File: src/core/rs_fec_pkg.sv
// package: widths, register offsets, field positions, reset values and
// thresholds for the fec mode control and status block
// assumes a single 20 MHz clock and an axi4-lite register port
package rs_fec_pkg;
  localparam int          CLK_PERIOD_NS  = 50;        // clock_i period
  localparam int          DATA_W         = 64;        // transceiver word width
  localparam int          ADDR_W         = 8;         // register byte address width
  localparam int          FRAC_W         = 7;         // deskew fraction, 1/66 cycle units
  localparam int          FILL_W         = 14;        // cycles in [13:7], fraction in [6:0]
  localparam int          SERR_W         = 4;         // symbol errors per codeword input
  localparam int          SCNT_W         = 17;        // window symbol error accumulator
  localparam int          WIN_W          = 13;        // codeword index within a window
  localparam logic [12:0] WIN_LAST       = 13'h1FFF;  // 8192 codewords per window
  localparam logic [16:0] SER_LIMIT      = 17'h001A1; // 417 errors, flag when above
  localparam int          IRQ_W          = 4;         // interrupt event count
  localparam int          MARKER_SPACING = 20480;     // words between alignment markers
  // register byte offsets
  localparam logic [7:0]  MODE_OFS       = 8'h00;
  localparam logic [7:0]  STAT_OFS       = 8'h04;
  localparam logic [7:0]  IRQ_STAT_OFS   = 8'h08;
  localparam logic [7:0]  IRQ_MASK_OFS   = 8'h0C;
  localparam logic [7:0]  SER_CNT_OFS    = 8'h10;
  localparam logic [7:0]  LANE0_FILL_OFS = 8'h14;
  localparam logic [7:0]  LANE1_FILL_OFS = 8'h18;
  // interrupt bit positions
  localparam int          IRQ_HI_SER     = 0;
  localparam int          IRQ_UNFIXABLE  = 1;
  localparam int          IRQ_LOCK_LOST  = 2;
  localparam int          IRQ_ALIGNED    = 3;
  localparam logic [3:0]  IRQ_MASK_RST   = 4'h0;      // all events masked after reset
  // axi response codes
  localparam logic [1:0]  RESP_OKAY      = 2'h0;
  localparam logic [1:0]  RESP_SLVERR    = 2'h2;
endpackage

File: src/core/rs_fec_lane_status.sv
// one receive lane: alignment marker lock and deskew delay report
// assumes lock and delay inputs come from the lane aligner on clock_i
`timescale 1ns/10ps
module rs_fec_lane_status (
  input  wire logic                            clock_i,
  input  wire logic                            rstn_i,
  input  wire logic                            lock_i,       // aligner lock level
  input  wire logic [rs_fec_pkg::FRAC_W-1:0]   cycles_i,     // whole deskew cycles
  input  wire logic [rs_fec_pkg::FRAC_W-1:0]   frac_i,       // 1/66 cycle units
  output logic                                 lock_o,       // registered lock
  output logic [rs_fec_pkg::FILL_W-1:0]        fill_o,       // packed delay
  output logic                                 lock_lost_o   // one-cycle pulse
);
  import rs_fec_pkg::*;

  logic                 lock_ff;   // lock as reported
  logic [FILL_W-1:0]    fill_ff;   // delay as reported
  logic                 lost_ff;   // falling lock edge
  logic [FILL_W-1:0]    nxt_fill;  // cycles above, fraction below

  assign nxt_fill = {cycles_i, frac_i};

  // register lock and delay; lost pulse marks a drop of lock
  always_ff @(posedge clock_i) begin
    if (!rstn_i) begin
      lock_ff <= 1'b0;
      fill_ff <= '0;
      lost_ff <= 1'b0;
    end else begin
      lock_ff <= lock_i;
      fill_ff <= nxt_fill;
      lost_ff <= lock_ff & ~lock_i;
    end
  end

  assign lock_o      = lock_ff;
  assign fill_o      = fill_ff;
  assign lock_lost_o = lost_ff;
endmodule // rs_fec_lane_status

File: src/core/rs_fec_mode_control_status.sv
// fec stage mode control, datapath bypass, lock/alignment status,
// symbol error rate monitor and axi4-lite register port with interrupt
// assumes all inputs synchronous to clock_i; encoder/decoder lie outside
`timescale 1ns/10ps

module rs_fec_mode_control_status (
  input  wire logic                               clock_i,
  input  wire logic                               rstn_i,
  // mode controls, caught once after reset
  input  wire logic                               fec_enable_i,
  input  wire logic                               correction_enable_i,
  input  wire logic                               indication_enable_i,
  input  wire logic                               ieee_mode_i,
  // transmit datapath
  input  wire logic [rs_fec_pkg::DATA_W-1:0]      pcs_tx_data_i,
  input  wire logic [rs_fec_pkg::DATA_W-1:0]      fec_tx_data_i,
  output logic [rs_fec_pkg::DATA_W-1:0]           serdes_tx_data_o,
  // transmit status
  input  wire logic                               tx_block_lock_i,
  input  wire logic                               tx_frame_aligned_i,
  output logic                                    tx_block_lock_o,
  output logic                                    tx_frame_aligned_o,
  // receive lanes
  input  wire logic                               rx_lane0_lock_i,
  input  wire logic [rs_fec_pkg::FRAC_W-1:0]      rx_lane0_cycles_i,
  input  wire logic [rs_fec_pkg::FRAC_W-1:0]      rx_lane0_frac_i,
  input  wire logic                               rx_lane1_lock_i,
  input  wire logic [rs_fec_pkg::FRAC_W-1:0]      rx_lane1_cycles_i,
  input  wire logic [rs_fec_pkg::FRAC_W-1:0]      rx_lane1_frac_i,
  input  wire logic                               rx_deskew_done_i,
  output logic                                    rx_marker_lock_lane0_o,
  output logic                                    rx_marker_lock_lane1_o,
  output logic [rs_fec_pkg::FILL_W-1:0]           rx_lane_fill0_o,
  output logic [rs_fec_pkg::FILL_W-1:0]           rx_lane_fill1_o,
  output logic                                    rx_lanes_aligned_o,
  // decoder results, one per codeword
  input  wire logic                               cw_done_i,
  input  wire logic                               cw_uncorrectable_i,
  input  wire logic [rs_fec_pkg::SERR_W-1:0]      cw_symbol_errors_i,
  output logic                                    fixed_codeword_pulse_o,
  output logic                                    unfixable_codeword_pulse_o,
  output logic                                    pcs_error_mark_o,
  output logic                                    high_symbol_error_out_o,
  // decoder mode outputs
  output logic                                    fec_inserted_o,
  output logic                                    correction_on_o,
  output logic                                    indication_on_o,
  output logic                                    decoder_bypass_o,
  // axi4-lite slave
  input  wire logic [rs_fec_pkg::ADDR_W-1:0]      s_axi_awaddr,
  input  wire logic                               s_axi_awvalid,
  output logic                                    s_axi_awready,
  input  wire logic [31:0]                        s_axi_wdata,
  input  wire logic [3:0]                         s_axi_wstrb,
  input  wire logic                               s_axi_wvalid,
  output logic                                    s_axi_wready,
  output logic [1:0]                              s_axi_bresp,
  output logic                                    s_axi_bvalid,
  input  wire logic                               s_axi_bready,
  input  wire logic [rs_fec_pkg::ADDR_W-1:0]      s_axi_araddr,
  input  wire logic                               s_axi_arvalid,
  output logic                                    s_axi_arready,
  output logic [31:0]                             s_axi_rdata,
  output logic [1:0]                              s_axi_rresp,
  output logic                                    s_axi_rvalid,
  input  wire logic                               s_axi_rready,
  output logic                                    irq_o
);
  import rs_fec_pkg::*;

  // captured mode
  logic              armed_ff;     // high until the post-reset sample
  logic              fec_en_ff;    // fec inserted
  logic              corr_en_ff;   // correction enable
  logic              ind_en_ff;    // indication enable
  logic              ieee_ff;      // standard indication mode
  // derived mode
  logic              dec_bypass;   // decoder fully bypassed
  logic              dec_active;   // decoder looks at codewords
  logic              corr_on;      // errors are corrected
  logic              ind_on;       // uncorrectable marked to pcs
  logic              ser_mode;     // indication bypass with correction
  // datapath and status flops
  logic [DATA_W-1:0] tx_data_ff;
  logic              tx_lock_ff;
  logic              tx_align_ff;
  logic              rx_align_ff;
  logic              fixed_ff;
  logic              unfix_ff;
  logic              mark_ff;
  // symbol error monitor
  logic [WIN_W-1:0]  win_ff;       // codeword index in window
  logic [SCNT_W-1:0] serr_ff;      // errors in current window
  logic              hi_ser_ff;    // high symbol error flag
  logic [SCNT_W-1:0] nxt_serr;
  logic              win_end;
  logic              over_limit;
  // lanes
  logic              lock0, lock1, lost0, lost1;
  logic [FILL_W-1:0] fill0, fill1;
  logic              nxt_aligned;
  // interrupts
  logic [IRQ_W-1:0]  irq_stat_ff;
  logic [IRQ_W-1:0]  irq_mask_ff;
  logic [IRQ_W-1:0]  irq_event;
  logic [IRQ_W-1:0]  irq_clear;
  // axi write side
  logic              aw_got_ff, w_got_ff, bvalid_ff;
  logic [ADDR_W-1:0] aw_addr_ff;
  logic [31:0]       w_data_ff;
  logic [3:0]        w_strb_ff;
  logic [1:0]        bresp_ff;
  logic              do_write;
  logic [ADDR_W-1:0] wr_addr;
  logic [31:0]       wr_data;
  logic [3:0]        wr_strb;
  logic              wr_hit_mask, wr_hit_stat, wr_hit_ro, wr_mapped;
  // axi read side
  logic              rvalid_ff;
  logic [31:0]       rdata_ff;
  logic [1:0]        rresp_ff;
  logic              rd_take;
  logic [31:0]       rd_word;
  logic              rd_mapped;

  // catch the four controls once; later changes wait for a reset
  always_ff @(posedge clock_i) begin
    if (!rstn_i) begin
      armed_ff   <= 1'b1;
      fec_en_ff  <= 1'b0;
      corr_en_ff <= 1'b0;
      ind_en_ff  <= 1'b0;
      ieee_ff    <= 1'b0;
    end else if (armed_ff) begin
      armed_ff   <= 1'b0;
      fec_en_ff  <= fec_enable_i;
      corr_en_ff <= correction_enable_i;
      ind_en_ff  <= indication_enable_i;
      ieee_ff    <= ieee_mode_i;
    end
  end

  // mode decode
  assign dec_bypass = fec_en_ff & ~ieee_ff & ~corr_en_ff & ~ind_en_ff;
  assign dec_active = fec_en_ff & ~dec_bypass;
  assign corr_on    = dec_active & corr_en_ff;
  assign ind_on     = dec_active & ind_en_ff;
  assign ser_mode   = corr_on & ~ind_en_ff;

  assign fec_inserted_o   = fec_en_ff;
  assign correction_on_o  = corr_on;
  assign indication_on_o  = ind_on;
  assign decoder_bypass_o = dec_bypass;

  // transmit path: bypass skips the encoder and its pipeline entirely
  always_ff @(posedge clock_i) begin
    if (!rstn_i) begin
      tx_data_ff <= '0;
    end else begin
      tx_data_ff <= fec_en_ff ? fec_tx_data_i : pcs_tx_data_i;
    end
  end
  assign serdes_tx_data_o = tx_data_ff;

  // lane status, one instance per receive lane
  rs_fec_lane_status u_lane0 (
    .clock_i     (clock_i),
    .rstn_i      (rstn_i),
    .lock_i      (rx_lane0_lock_i),
    .cycles_i    (rx_lane0_cycles_i),
    .frac_i      (rx_lane0_frac_i),
    .lock_o      (lock0),
    .fill_o      (fill0),
    .lock_lost_o (lost0)
  );
  rs_fec_lane_status u_lane1 (
    .clock_i     (clock_i),
    .rstn_i      (rstn_i),
    .lock_i      (rx_lane1_lock_i),
    .cycles_i    (rx_lane1_cycles_i),
    .frac_i      (rx_lane1_frac_i),
    .lock_o      (lock1),
    .fill_o      (fill1),
    .lock_lost_o (lost1)
  );
  assign rx_marker_lock_lane0_o = lock0;
  assign rx_marker_lock_lane1_o = lock1;
  assign rx_lane_fill0_o        = fill0;
  assign rx_lane_fill1_o        = fill1;

  // aligned only when both registered lane locks and deskew agree
  assign nxt_aligned = lock0 & lock1 & rx_deskew_done_i;

  // status flops for transmit lock/alignment and receive alignment
  always_ff @(posedge clock_i) begin
    if (!rstn_i) begin
      tx_lock_ff  <= 1'b0;
      tx_align_ff <= 1'b0;
      rx_align_ff <= 1'b0;
    end else begin
      tx_lock_ff  <= tx_block_lock_i;
      tx_align_ff <= tx_frame_aligned_i;
      rx_align_ff <= nxt_aligned;
    end
  end
  assign tx_block_lock_o    = tx_lock_ff;
  assign tx_frame_aligned_o = tx_align_ff;
  assign rx_lanes_aligned_o = rx_align_ff;

  // codeword pulses; with correction off any errored word stays unfixed
  always_ff @(posedge clock_i) begin
    if (!rstn_i) begin
      fixed_ff <= 1'b0;
      unfix_ff <= 1'b0;
      mark_ff  <= 1'b0;
    end else begin
      fixed_ff <= cw_done_i & corr_on & ~cw_uncorrectable_i
                  & (cw_symbol_errors_i != '0);
      unfix_ff <= cw_done_i & dec_active & (cw_uncorrectable_i
                  | (~corr_on & (cw_symbol_errors_i != '0)));
      mark_ff  <= cw_done_i & ind_on & cw_uncorrectable_i;
    end
  end
  assign fixed_codeword_pulse_o     = fixed_ff;
  assign unfixable_codeword_pulse_o = unfix_ff;
  assign pcs_error_mark_o           = mark_ff;

  // symbol error window; accumulator is wide enough not to wrap
  assign nxt_serr   = serr_ff + SCNT_W'(cw_symbol_errors_i);
  assign win_end    = cw_done_i & (win_ff == WIN_LAST);
  assign over_limit = nxt_serr > SER_LIMIT;

  // flag rises as soon as the window passes the limit, then follows
  // each closing window; outside the monitored mode it stays low
  always_ff @(posedge clock_i) begin
    if (!rstn_i || !ser_mode) begin
      win_ff    <= '0;
      serr_ff   <= '0;
      hi_ser_ff <= 1'b0;
    end else if (cw_done_i) begin
      win_ff    <= win_ff + WIN_W'(1);
      serr_ff   <= win_end ? '0 : nxt_serr;
      hi_ser_ff <= over_limit | (hi_ser_ff & ~win_end);
    end
  end
  assign high_symbol_error_out_o = hi_ser_ff;

  // interrupt events and write-one-to-clear; a new event beats a clear
  assign irq_event[IRQ_HI_SER]    = ser_mode & cw_done_i & over_limit & ~hi_ser_ff;
  assign irq_event[IRQ_UNFIXABLE] = unfix_ff;
  assign irq_event[IRQ_LOCK_LOST] = lost0 | lost1;
  assign irq_event[IRQ_ALIGNED]   = nxt_aligned & ~rx_align_ff;
  assign irq_clear = (do_write && wr_hit_stat && wr_strb[0]) ? wr_data[IRQ_W-1:0] : '0;

  always_ff @(posedge clock_i) begin
    if (!rstn_i) begin
      irq_stat_ff <= '0;
      irq_mask_ff <= IRQ_MASK_RST;
    end else begin
      irq_stat_ff <= (irq_stat_ff & ~irq_clear) | irq_event;
      if (do_write && wr_hit_mask && wr_strb[0]) begin
        irq_mask_ff <= wr_data[IRQ_W-1:0];
      end
    end
  end
  assign irq_o = |(irq_stat_ff & irq_mask_ff);

  // axi write: address and data accepted in either order
  assign s_axi_awready = ~aw_got_ff & ~bvalid_ff;
  assign s_axi_wready  = ~w_got_ff & ~bvalid_ff;
  assign wr_addr  = aw_got_ff ? aw_addr_ff : s_axi_awaddr;
  assign wr_data  = w_got_ff ? w_data_ff : s_axi_wdata;
  assign wr_strb  = w_got_ff ? w_strb_ff : s_axi_wstrb;
  assign do_write = ~bvalid_ff & (aw_got_ff | s_axi_awvalid) & (w_got_ff | s_axi_wvalid);
  assign wr_hit_mask = wr_addr == IRQ_MASK_OFS;
  assign wr_hit_stat = wr_addr == IRQ_STAT_OFS;
  assign wr_hit_ro   = (wr_addr == MODE_OFS) || (wr_addr == STAT_OFS)
                    || (wr_addr == SER_CNT_OFS) || (wr_addr == LANE0_FILL_OFS)
                    || (wr_addr == LANE1_FILL_OFS);
  assign wr_mapped   = wr_hit_mask | wr_hit_stat | wr_hit_ro;

  // hold whichever half came first, answer once both are in
  always_ff @(posedge clock_i) begin
    if (!rstn_i) begin
      aw_got_ff  <= 1'b0;
      w_got_ff   <= 1'b0;
      bvalid_ff  <= 1'b0;
      aw_addr_ff <= '0;
      w_data_ff  <= '0;
      w_strb_ff  <= '0;
      bresp_ff   <= RESP_OKAY;
    end else if (do_write) begin
      aw_got_ff <= 1'b0;
      w_got_ff  <= 1'b0;
      bvalid_ff <= 1'b1;
      bresp_ff  <= wr_mapped ? RESP_OKAY : RESP_SLVERR;
    end else begin
      if (s_axi_awvalid && s_axi_awready) begin
        aw_got_ff  <= 1'b1;
        aw_addr_ff <= s_axi_awaddr;
      end
      if (s_axi_wvalid && s_axi_wready) begin
        w_got_ff  <= 1'b1;
        w_data_ff <= s_axi_wdata;
        w_strb_ff <= s_axi_wstrb;
      end
      if (bvalid_ff && s_axi_bready) begin
        bvalid_ff <= 1'b0;
      end
    end
  end
  assign s_axi_bvalid = bvalid_ff;
  assign s_axi_bresp  = bresp_ff;

  // axi read: one outstanding, data one cycle after the address
  assign s_axi_arready = ~rvalid_ff;
  assign rd_take       = s_axi_arvalid & ~rvalid_ff;
  assign rd_mapped     = (s_axi_araddr == MODE_OFS) || (s_axi_araddr == STAT_OFS)
                      || (s_axi_araddr == IRQ_STAT_OFS) || (s_axi_araddr == IRQ_MASK_OFS)
                      || (s_axi_araddr == SER_CNT_OFS) || (s_axi_araddr == LANE0_FILL_OFS)
                      || (s_axi_araddr == LANE1_FILL_OFS);

  // read mux; unused upper bits read as zero
  always_comb begin
    rd_word = '0;
    if (s_axi_araddr == MODE_OFS) begin
      rd_word[5:0] = {ser_mode, dec_bypass, ieee_ff, ind_en_ff, corr_en_ff, fec_en_ff};
    end else if (s_axi_araddr == STAT_OFS) begin
      rd_word[5:0] = {hi_ser_ff, rx_align_ff, lock1, lock0, tx_align_ff, tx_lock_ff};
    end else if (s_axi_araddr == IRQ_STAT_OFS) begin
      rd_word[IRQ_W-1:0] = irq_stat_ff;
    end else if (s_axi_araddr == IRQ_MASK_OFS) begin
      rd_word[IRQ_W-1:0] = irq_mask_ff;
    end else if (s_axi_araddr == SER_CNT_OFS) begin
      rd_word[SCNT_W-1:0] = serr_ff;
    end else if (s_axi_araddr == LANE0_FILL_OFS) begin
      rd_word[FILL_W-1:0] = fill0;
    end else if (s_axi_araddr == LANE1_FILL_OFS) begin
      rd_word[FILL_W-1:0] = fill1;
    end
  end

  // read answer register
  always_ff @(posedge clock_i) begin
    if (!rstn_i) begin
      rvalid_ff <= 1'b0;
      rdata_ff  <= '0;
      rresp_ff  <= RESP_OKAY;
    end else if (rd_take) begin
      rvalid_ff <= 1'b1;
      rdata_ff  <= rd_word;
      rresp_ff  <= rd_mapped ? RESP_OKAY : RESP_SLVERR;
    end else if (s_axi_rready) begin
      rvalid_ff <= 1'b0;
    end
  end
  assign s_axi_rvalid = rvalid_ff;
  assign s_axi_rdata  = rdata_ff;
  assign s_axi_rresp  = rresp_ff;
endmodule // rs_fec_mode_control_status

File: config.mk
export PLATFORM = sky130hd
export DESIGN_NAME = rs_fec_mode_control_status
export DESIGN_NICKNAME = d
export VERILOG_FILES = /design/src/core/rs_fec_pkg.sv /design/src/core/rs_fec_lane_status.sv /design/src/core/rs_fec_mode_control_status.sv
export SDC_FILE = /design/constraint.sdc
export NUM_CORES = 1
export LEC_CHECK = 0
export BUFFER_PORTS_ARGS = -buffer_cell sky130_fd_sc_hd__buf_2
export CAP_MARGIN = 20
export CORE_AREA = 4 4 143 145
export DETAILED_ROUTE_END_ITERATION = 8
export DIE_AREA = 0 0 147 149
export PLACE_DENSITY = 0.72
export SLEW_MARGIN = 20
export SYNTH_ARGS = -nofsm -noshare
export SYNTH_HDL_FRONTEND = slang
export SYNTH_SLANG_ARGS = --single-unit
File: constraint.sdc
create_clock -name clock_i -period 2.93 [get_ports clock_i]
set_clock_uncertainty 0.15 [all_clocks]
set_input_delay 0.4395 -clock clock_i [delete_from_list [all_inputs] [get_ports clock_i]]
set_output_delay 0.4395 -clock clock_i [all_outputs]
set_load 0.005 [all_outputs]
==> metrics.md, run 1 <==
| Metric | Value |
|---|---|
| Compound-cell area share of the yosys netlist | `0.104` |
| Row count | `51` |
| Max Buffers Root-to-Sink | `2` |
| Chip height | `149 µm` |
| Grt met3 use | `0.0605` |
| Post-DP HPWL | `about 20000 µm` |
| Vias in the first global route | `just under 7000` |
| I/O Pins | `around 380` |
| Initial DRC Count | `378` |
| Critical Path Fanout Max | `4` |
| EDFF count, synth | `0` |
| Main synth FF type | `dfxtp_1` |
| Tmin final | `2660 ps` |
| First-pass GRT wire length | `38100 µm` |
| Worst setup margin | `273 ps` |
| DR vias | `just over 7000` |
| Cts hold-fix bufs | `0` |
| Setup violators final | `0` |
| Synthesized area per cell | `about 9 µm²` |
| Worst-Skew Late Latency | `between 400 and 500 ps` |
| Crit. End Element | `register` |
| Power Total | `5.68 mW` |
| Most common library cells after synthesis | `dfxtp_1, nor2_1, mux2i_1` |
| Simple-Gate Fraction of Synth Area | `0.198` |
| Hold endpoint | `u_lane0.lock_lost_o` |
| Crit-path max cell delay | `about 460 ps` |
| Fmax | `376 MHz` |
| GR Util met2 | `0.398` |
| Synth Area in XOR/XNOR | `0.0180` |
| Synth async-reset ratio | `0` |
| Post_cts resized | `0` |
| Worst Hold Launch | `rx_lane0_lock_i` |
| Final estimated routing congestion in global placement | `about 0.93` |
| Via density | `5.01` |
| Worst r2r src | `serr_ff[0]` |
| Core box area | `slightly below 0.02 mm²` |
| Adder-cell share of the synthesized area | `0.0106` |
| Root Driver | `clkbuf_16` |
| Fillers | `1777` |
| CTS H-tree lvls | `4` |
| Slowest-stage cell, CP | `fa_1` |
| Initial Utilization | `0.405` |
| VDD IR max | `roughly 400 µV` |
| Area Growth Syn to Fin | `31.2%` |
| CP Class | `reg2reg` |
| Reg-to-Reg End | `high_symbol_error_out_o` |
| Worst setup SP type | `register` |
| Clk slew on worst S/H paths | `about 70 ps` |
| Yosys cell types | `a little under 70` |
| Register area share after synthesis | `0.468` |
| Layout cell share with drive strength beyond 1 | `0.339` |
| Total negative setup slack | `0 ps` |
| Data required time of the critical path | `roughly 3000 ps` |
| Crit-path cells | `ha_1 -> fa_1 -> a211oi_2 -> o21ai_0 -> a2111oi_0 -> o22ai_1 -> a21oi_1 -> a211oi_1` |
| Outcome | `finished clean` |
| Reg2reg setup slack | `between 200 and 300 ps` |
| Area leader, netlist | `dfxtp_1` |
| Residual DRC count | `0` |
| Fin. max-slew vios | `0` |
| Avg WL per Cell | `around 18 µm` |
| Post-Syn Instances | `839` |
| Die width | `around 150 µm` |
| Port Buf Inserts | `between 300 and 400` |
| Initial antenna violation count | `8` |
| Global route total overflow | `0` |
| Main combinational cell family by area after synthesis | `simple AND/OR/NAND/NOR gates` |
| Synth Warn # | `0` |
| CTS tree | `built` |
| GR Util All Layers | `0.224` |
| Worst-margin pin slew | `709 ps` |
| Yosys top cell area share | `0.468` |
| Final core utilization | `0.531` |
| Final ANT Viol Nets | `0` |
| Hold Vio Cnt, Final | `0` |
| Synth Cell Area | `between 0.007 and 0.008 mm²` |
| GRT met1 Usage | `0.257` |
| Worst Hold Margin | `approximately 38 ps` |
| Pwr Density | `roughly 560 mW/mm²` |
| Hold path depth | `2` |
| Max-cap violations | `0` |
| Largest net degree at the start of global routing | `109` |
| Die area | `approximately 0.022 mm²` |
| Count leader, synth | `dfxtp_1` |
| Fin crit share | `0.907` |
| Post-CTS Repair Setup Buffers | `0` |
| Relative slew margins | `0.525` |
| Post-Place Worst Slack | `between 70 and 80 ps` |
| 1st-pass router iterations | `5` |
| Critical Path AT | `between 2000 and 3000 ps` |
| Min-delay worst type | `in2reg` |
| Nets@finish | `1383` |
| Mux contribution to synthesized area | `0.150` |
| GR peak layer | `met2` |
| Top cells by area, synth | `dfxtp_1, mux2i_1, nor2_1, nand2_1, and2_1` |
| Post-Route WL | `between 20000 and 30000 µm` |
| Clock Sinks | `roughly 180` |
| Num CTS Buffers | `17` |
| Worst reg-to-reg path cell count | `8` |
| RSZ-0062 raised after global routing | `no` |
| Static leakage | `4.65 nW` |
| FF+latch count, synth | `182` |
[metal layers]
metal	wire length [µm]	vias to the layer above
met5	67	-
met2	12900	254
met3	1690	57
met1	10200	3324
met4	877	10
li1	-	3495
[power by group]
part           leakage (nW)  total [mW]  switching, mW  internal [mW]
Sequential             1.50        2.65         0.0650           2.58
Clock                 0.302        2.42          0.992           1.42
Combinational          2.85       0.619          0.315          0.303
[worst max-delay path by stage]
stage,slack [ps],depth (start not counted),startpoint,to
2_1_floorplan,370,8,cw_symbol_errors_i[0],irq_stat_ff[0]
3_3_place_gp,90,10,cw_symbol_errors_i[0],irq_stat_ff[0]
3_5_place_dp,80,10,cw_symbol_errors_i[0],high_symbol_error_out_o
4_1_cts,300,9,serr_ff[0],high_symbol_error_out_o
5_1_grt,90,8,serr_ff[0],irq_stat_ff[0]
6_report,270,8,serr_ff[0],high_symbol_error_out_o
[flip-flops by register name (all words and copies together) (netlist names), 4 cells and up]
register,flops
w_data_ff,4
s_axi_rdata,17
irq_stat_ff,4
u_lane1.fill_o,14
u_lane0.fill_o,14
serr_ff,17
irq_mask_ff,4
win_ff,13
aw_addr_ff,8
serdes_tx_data_o,64
[cell type report]
class                   count  area, µm²  share of cell area
multi-input cells         593       3800               0.372
repair buffers            341       1750               0.172
clock buffers              19        464              0.0455
diodes                      2       5.00            0.000490
clock inverters            12        159              0.0156
inverters                  12       46.3             0.00454
well taps                 265        332              0.0325
flip-flops and latches    182       3650               0.357
[metrics by stage]
step,instances,cell area (µm²)
after CTS,1424,10200
final,1426,10200
after global placement,1393,9570
after floorplan,855,7840
after global routing,1426,10200
after detailed placement,1393,9570
[worst max-delay path, delay by kind of cell (launching register included)]
| family | cells | cell delay (ps) |
|---|---|---|
| fa+ha+maj | 2 | 670 |
| compound gates | 6 | 1360 |
| flops | 1 | 330 |
[cells by family (layout without fill, tap and decap cells)]
logic type      count (synthesis)  in the layout
buf+inv                        80            384
simple gates                  316            316
other cells                     1             19
fa+ha+maj                       6              6
mux                           111            111
xor+xnor                       16             16
flops                         182            182
compound gates                127            127
[cell usage in the layout (no fill, tap or decap), types with 3 or more instances in the layout]
cell	netlist	final
dfxtp_1	182	181
and2_1	35	35
clkinv_2	0	3
mux2i_1	105	105
nand2_1	62	62
xnor2_1	5	5
nand3_1	27	27
nor3_1	9	9
inv_1	10	10
buf_2	13	328
a2bb2oi_1	5	5
mux4_2	4	4
a211oi_1	6	6
o22ai_1	3	3
nor2b_1	6	5
and4_1	3	3
a21o_1	3	3
nand4_1	8	8
inv_6	0	5
o21ai_0	32	32
a22oi_1	6	6
a21oi_1	43	43
nor2_1	134	134
bufinv_16	0	3
nand3b_1	6	6
ha_1	5	5
conb_1	1	17
clkbuf_16	0	18
xor2_1	11	11
buf_4	17	12
nor4b_1	3	3
or3_1	3	3
and3_1	5	5
a311oi_1	5	5
Power figures use the tool's default switching activity.
==> run 2: changes to the inputs <==
- ABC_AREA: default -> 1
==> metrics.md, run 2 <==
| Metric | Value |
|---|---|
| Outcome | `finished clean` |
| DR vias | `approximately 8000` |
| Fin. max-slew vios | `0` |
| Post-DP HPWL | `between 15000 and 20000 µm` |
| Crit-path cells | `ha_1 -> fa_1 -> inv_1 -> nor2_1 -> nor2_1 -> nand2_1 -> nand2_1 -> nand3_1 -> nand2_1 -> nand2_1 -> nand2_1 -> nand3_1 -> nand2_1 -> a21oi_2` |
| CTS tree | `built` |
| Clock Sinks | `roughly 180` |
| Cts hold-fix bufs | `0` |
| Synth async-reset ratio | `0` |
| Worst-margin pin slew | `713 ps` |
| Num CTS Buffers | `17` |
| GR Util All Layers | `0.220` |
| Fillers | `roughly 1900` |
| Area Growth Syn to Fin | `30.5%` |
| Relative slew margins | `0.524` |
| Synth Warn # | `0` |
| Vias in the first global route | `~7200` |
| Slowest-stage cell, CP | `fa_1` |
| Post-Route WL | `25100 µm` |
| FF+latch count, synth | `around 180` |
| I/O Pins | `about 380` |
| Global route total overflow | `0` |
| Yosys cell types | `43` |
| Layout cell share with drive strength beyond 1 | `0.280` |
| Row count | `51` |
| Antenna cell count | `0` |
| Count leader, synth | `nand2_1` |
| Initial Utilization | `0.408` |
| Initial antenna violation count | `0` |
| Post_cts resized | `0` |
| Die area | `~0.022 mm²` |
| Root Driver | `clkbuf_16` |
| Top cells by area, synth | `dfxtp_1, nand2_1, nor2_1, o21ai_0, inv_1` |
| Avg WL per Cell | `14.9 µm` |
| Data required time of the critical path | `between 3000 and 4000 ps` |
| Critical Path Fanout Max | `5` |
| Final estimated routing congestion in global placement | `between 0.8 and 0.9` |
| Buf+Inv Stages, Crit Path | `1` |
| Placed cell areas | `0.00962 mm²` |
| CP top delay family | `simple AND/OR/NAND/NOR gates` |
| Final ANT Viol Nets | `0` |
| Synthesized area per cell | `approximately 7 µm²` |
| Fmax | `401 MHz` |
| Nets@finish | `approximately 1600` |
| Total negative setup slack | `0 ps` |
| Via density | `4.72` |
| Area leader, netlist | `dfxtp_1` |
| Post-route cell area | `between 0.01 and 0.015 mm²` |
| Pwr Density | `~550 mW/mm²` |
| EDFF count, synth | `0` |
| Critical Path AT | `around 2700 ps` |
| Reg2reg setup slack | `roughly 440 ps` |
| CP Class | `reg2reg` |
| Crit path launch | `serr_ff[0]` |
| Most frequent cells in the layout | `buf_2, nand2_1, nor2_1` |
| Port Buf Inserts | `around 330` |
| Post-Syn Instances | `1097` |
| Core box area | `approximately 0.019 mm²` |
| Setup violators final | `0` |
| Fin crit share | `0.850` |
| Crit-path max cell delay | `around 470 ps` |
| Commonest non-fill, non-tap cell in the layout | `buf_2` |
| VDD IR max | `379 µV` |
| Tmin final | `2490 ps` |
| Max Buffers Root-to-Sink | `2` |
| Register area share after synthesis | `0.465` |
| Power Total | `approximately 5.6 mW` |
| First-pass GRT wire length | `~38000 µm` |
| Worst Hold Margin | `32.2 ps` |
| Initial DRC Count | `390` |
| Post-Place Worst Slack | `between 150 and 200 ps` |
| Most common library cells after synthesis | `nand2_1, nor2_1, dfxtp_1` |
| Worst-Skew Late Latency | `430 ps` |
| Die width | `147 µm` |
| Yosys top cell area share | `0.465` |
| Most used cell, CP | `nand2_1` |
| Worst setup SP type | `register` |
| Number of flip-flops in the largest register | `64` |
| Static leakage | `~5.1 nW` |
| Post-CTS Repair Setup Buffers | `0` |
| Worst Hold Launch | `rx_lane0_lock_i` |
| Chip height | `~150 µm` |
| Worst setup margin | `439 ps` |
| Synth Cell Area | `0.00784 mm²` |
| Clk slew on worst S/H paths | `70 ps` |
| Min-delay worst type | `in2reg` |
| Largest net degree at the start of global routing | `between 60 and 70` |
| RSZ-0062 raised after global routing | `no` |
| Max-cap violations | `0` |
| Main synth FF type | `dfxtp_1` |
| CTS H-tree lvls | `4` |
| 1st-pass router iterations | `6` |
| Crit. End Element | `register` |
| Worst r2r src | `serr_ff[0]` |
| Hold Vio Cnt, Final | `0` |
| Residual DRC count | `0` |
==> run 2: worst paths after layout <==
path	to	cells past startpoint
max reg2reg	irq_stat_ff[0]	14
max	irq_stat_ff[0]	14
min	u_lane0.lock_lost_o	2
min reg2reg	aw_addr_ff[2]	2
==> run 2: metrics by stage <==
stage,utilization,cells
finish,0.532,1685
global route,0.532,1685
CTS,0.532,1685
detailed placement,0.501,1653
global placement,0.501,1653
floorplan,-,1113
==> run 2: power by group <==
group / switching, mW / internal [mW] / total (mW)
sequential: 0.0544 / 2.60 / 2.65
combinational: 0.352 / 0.259 / 0.611
clock: 1.12 / 1.23 / 2.35
==> run 2: final cells by class <==
cell class | count | area [µm²] | share of cell area
flip-flops and latches | 182 | 3640 | 0.356
multi-input cells | 746 | 3460 | 0.338
repair buffers | 337 | 1720 | 0.169
inverters | 123 | 462 | 0.0451
clock buffers | 17 | 425 | 0.0416
well taps | 265 | 332 | 0.0324
clock inverters | 15 | 181 | 0.0177
==> run 2: cells by family (layout without fill, tap and decap cells) <==
kind of cell	count (synthesis)	count (layout)	share of synthesized area
flops	182	182	0.465
simple gates	512	512	0.272
fa+ha+maj	6	6	0.0105
xor+xnor	9	9	0.0101
compound gates	202	202	0.140
other cells	1	17	0.000478
buf+inv	185	492	0.102
==> run 2: layer usage <==
layer  wire length (µm)  share of wire  track usage  vias up
li1                   -              -            -     4067
met1               9730           0.39        0.252     3611
met2              13300           0.53        0.407      249
met3               1530          0.061       0.0562       29
met4                522          0.021       0.0601        0
met5                  0              0            0        -
==> run 3: changes to the inputs <==
- BUFFER_PORTS_ARGS: -buffer_cell sky130_fd_sc_hd__buf_2 -> default
- CORE_AREA: 4 4 143 145 -> 4 4 145 147
- DIE_AREA: 0 0 147 149 -> 0 0 149 151
- DONT_BUFFER_PORTS: default -> 1
- PLACE_DENSITY: 0.72 -> default
==> metrics.md, run 3 (synthesized netlist as in run 2, its figures left out) <==
| Metric | Value |
|---|---|
| Global route total overflow | `0` |
| Largest net degree at the start of global routing | `67` |
| Initial antenna violation count | `2` |
| Clock Sinks | `182` |
| Die area | `between 0.02 and 0.025 mm²` |
| 1st-pass router iterations | `5` |
| Pwr Density | `approximately 560 mW/mm²` |
| Avg WL per Cell | `between 15 and 20 µm` |
| Critical Path Fanout Max | `5` |
| First-pass GRT wire length | `~40000 µm` |
| VDD IR max | `356 µV` |
| Final estimated routing congestion in global placement | `0.880` |
| Root Driver | `clkbuf_16` |
| Initial Utilization | `0.394` |
| Worst setup SP type | `register` |
| Data required time of the critical path | `slightly above 3000 ps` |
| Layout cell share with drive strength beyond 1 | `0.0585` |
| Outcome | `finished clean` |
| Initial DRC Count | `between 400 and 500` |
| Row count | `52` |
| Hold Vio Cnt, Final | `0` |
| Post-DP HPWL | `between 15000 and 20000 µm` |
| Worst reg-to-reg path cell count | `14` |
| DR vias | `7465` |
| Fin. max-slew vios | `0` |
| Die width | `approximately 150 µm` |
| Area Growth Syn to Fin | `25.0%` |
| Hold path depth | `2` |
| Worst-margin pin slew | `between 900 and 1000 ps` |
| Chip height | `between 150 and 200 µm` |
| Commonest non-fill, non-tap cell in the layout | `nand2_1` |
| Worst Hold Margin | `between 20 and 25 ps` |
| Crit. End Element | `register` |
| Clk slew on worst S/H paths | `~70 ps` |
| CTS H-tree lvls | `4` |
| Static leakage | `between 4 and 5 nW` |
| I/O Pins | `377` |
| Worst setup margin | `435 ps` |
| Placed cell areas | `between 0.007 and 0.008 mm²` |
| Tmin final | `around 2500 ps` |
| Core box area | `approximately 0.020 mm²` |
| Setup violators final | `0` |
| Total negative setup slack | `0 ps` |
| GR Util All Layers | `0.231` |
| Vias in the first global route | `7092` |
| Number of flip-flops in the largest register | `64` |
| Fin crit share | `0.851` |
| Min-delay worst type | `in2reg` |
| Final ANT Viol Nets | `0` |
| Post-route cell area | `~0.0098 mm²` |
| Fmax | `~400 MHz` |
| Nets@finish | `approximately 1400` |
| Final core utilization | `0.492` |
| CP Class | `reg2reg` |
| Worst-Skew Late Latency | `roughly 430 ps` |
| Critical Path AT | `2650 ps` |
| Max Buffers Root-to-Sink | `2` |
| Via density | `about 5.0` |
| Post-Route WL | `between 20000 and 30000 µm` |
| CTS tree | `built` |
| Port Buf Inserts | `0` |
| Relative slew margins | `0.353` |
| Post-Place Worst Slack | `a little under 300 ps` |
| Most frequent cells in the layout | `nand2_1, nor2_1, dfxtp_1` |
| Max-cap violations | `0` |
| Num CTS Buffers | `17` |
| RSZ-0062 raised after global routing | `no` |
| Residual DRC count | `0` |
run 3: power breakdown:
| group | leakage (nW) | switching, mW | internal (mW) |
|---|---|---|---|
| Combinational | 2.42 | 0.275 | 0.215 |
| Clock | 0.299 | 1.11 | 1.23 |
| Sequential | 1.50 | 0.109 | 2.60 |
run 3: repair_timing:
item	CTS	global route
gates resized for setup	0	0
hold buffers	120	1
buffers inserted	0	0
hold endpoints to repair	104	1
run 3: final cells by class:
type,instances,area [µm²]
fillers,1906,10100
flip-flops and latches,182,3640
multi-input cells,746,3460
repair buffers,130,1290
inverters,123,462
clock buffers,17,425
well taps,270,338
clock inverters,15,179
diodes,1,2.50
run 3: worst max-delay path, stage by stage (launching register included):
cell     delay, ps
dfxtp_1        330
ha_1           230
fa_1           470
inv_1           80
nor2_1          40
nor2_1         320
nand2_1        130
nand2_1         80
nand3_1         70
nand2_1         70
nand2_1         50
nand2_1         60
nand3_1        120
nand2_1        120
a21oi_2         50
run 3: metal layers:
metal / vias to the layer above / part of all wire / global-route usage
met5: - / 0.00070 / 0
met3: 73 / 0.073 / 0.0640
li1: 3650 / - / -
met1: 3418 / 0.38 / 0.263
met4: 2 / 0.053 / 0.117
met2: 322 / 0.50 / 0.398
run 3: worst paths after layout:
check	from	end	slack, ps
setup / recovery	serr_ff[0]	irq_stat_ff[0]	440
hold / removal	pcs_tx_data_i[48]	serdes_tx_data_o[48]	20
setup reg to reg	serr_ff[0]	irq_stat_ff[0]	440
hold reg to reg	aw_addr_ff[2]	aw_addr_ff[2]	300
run 3: metrics by stage:
step / cells / power [mW]
after floorplan: 1113 / 3.00
after global placement: 1330 / 3.08
after detailed placement: 1330 / 3.08
after CTS: 1482 / 5.57
after global routing: 1484 / 5.76
final: 1484 / 5.53
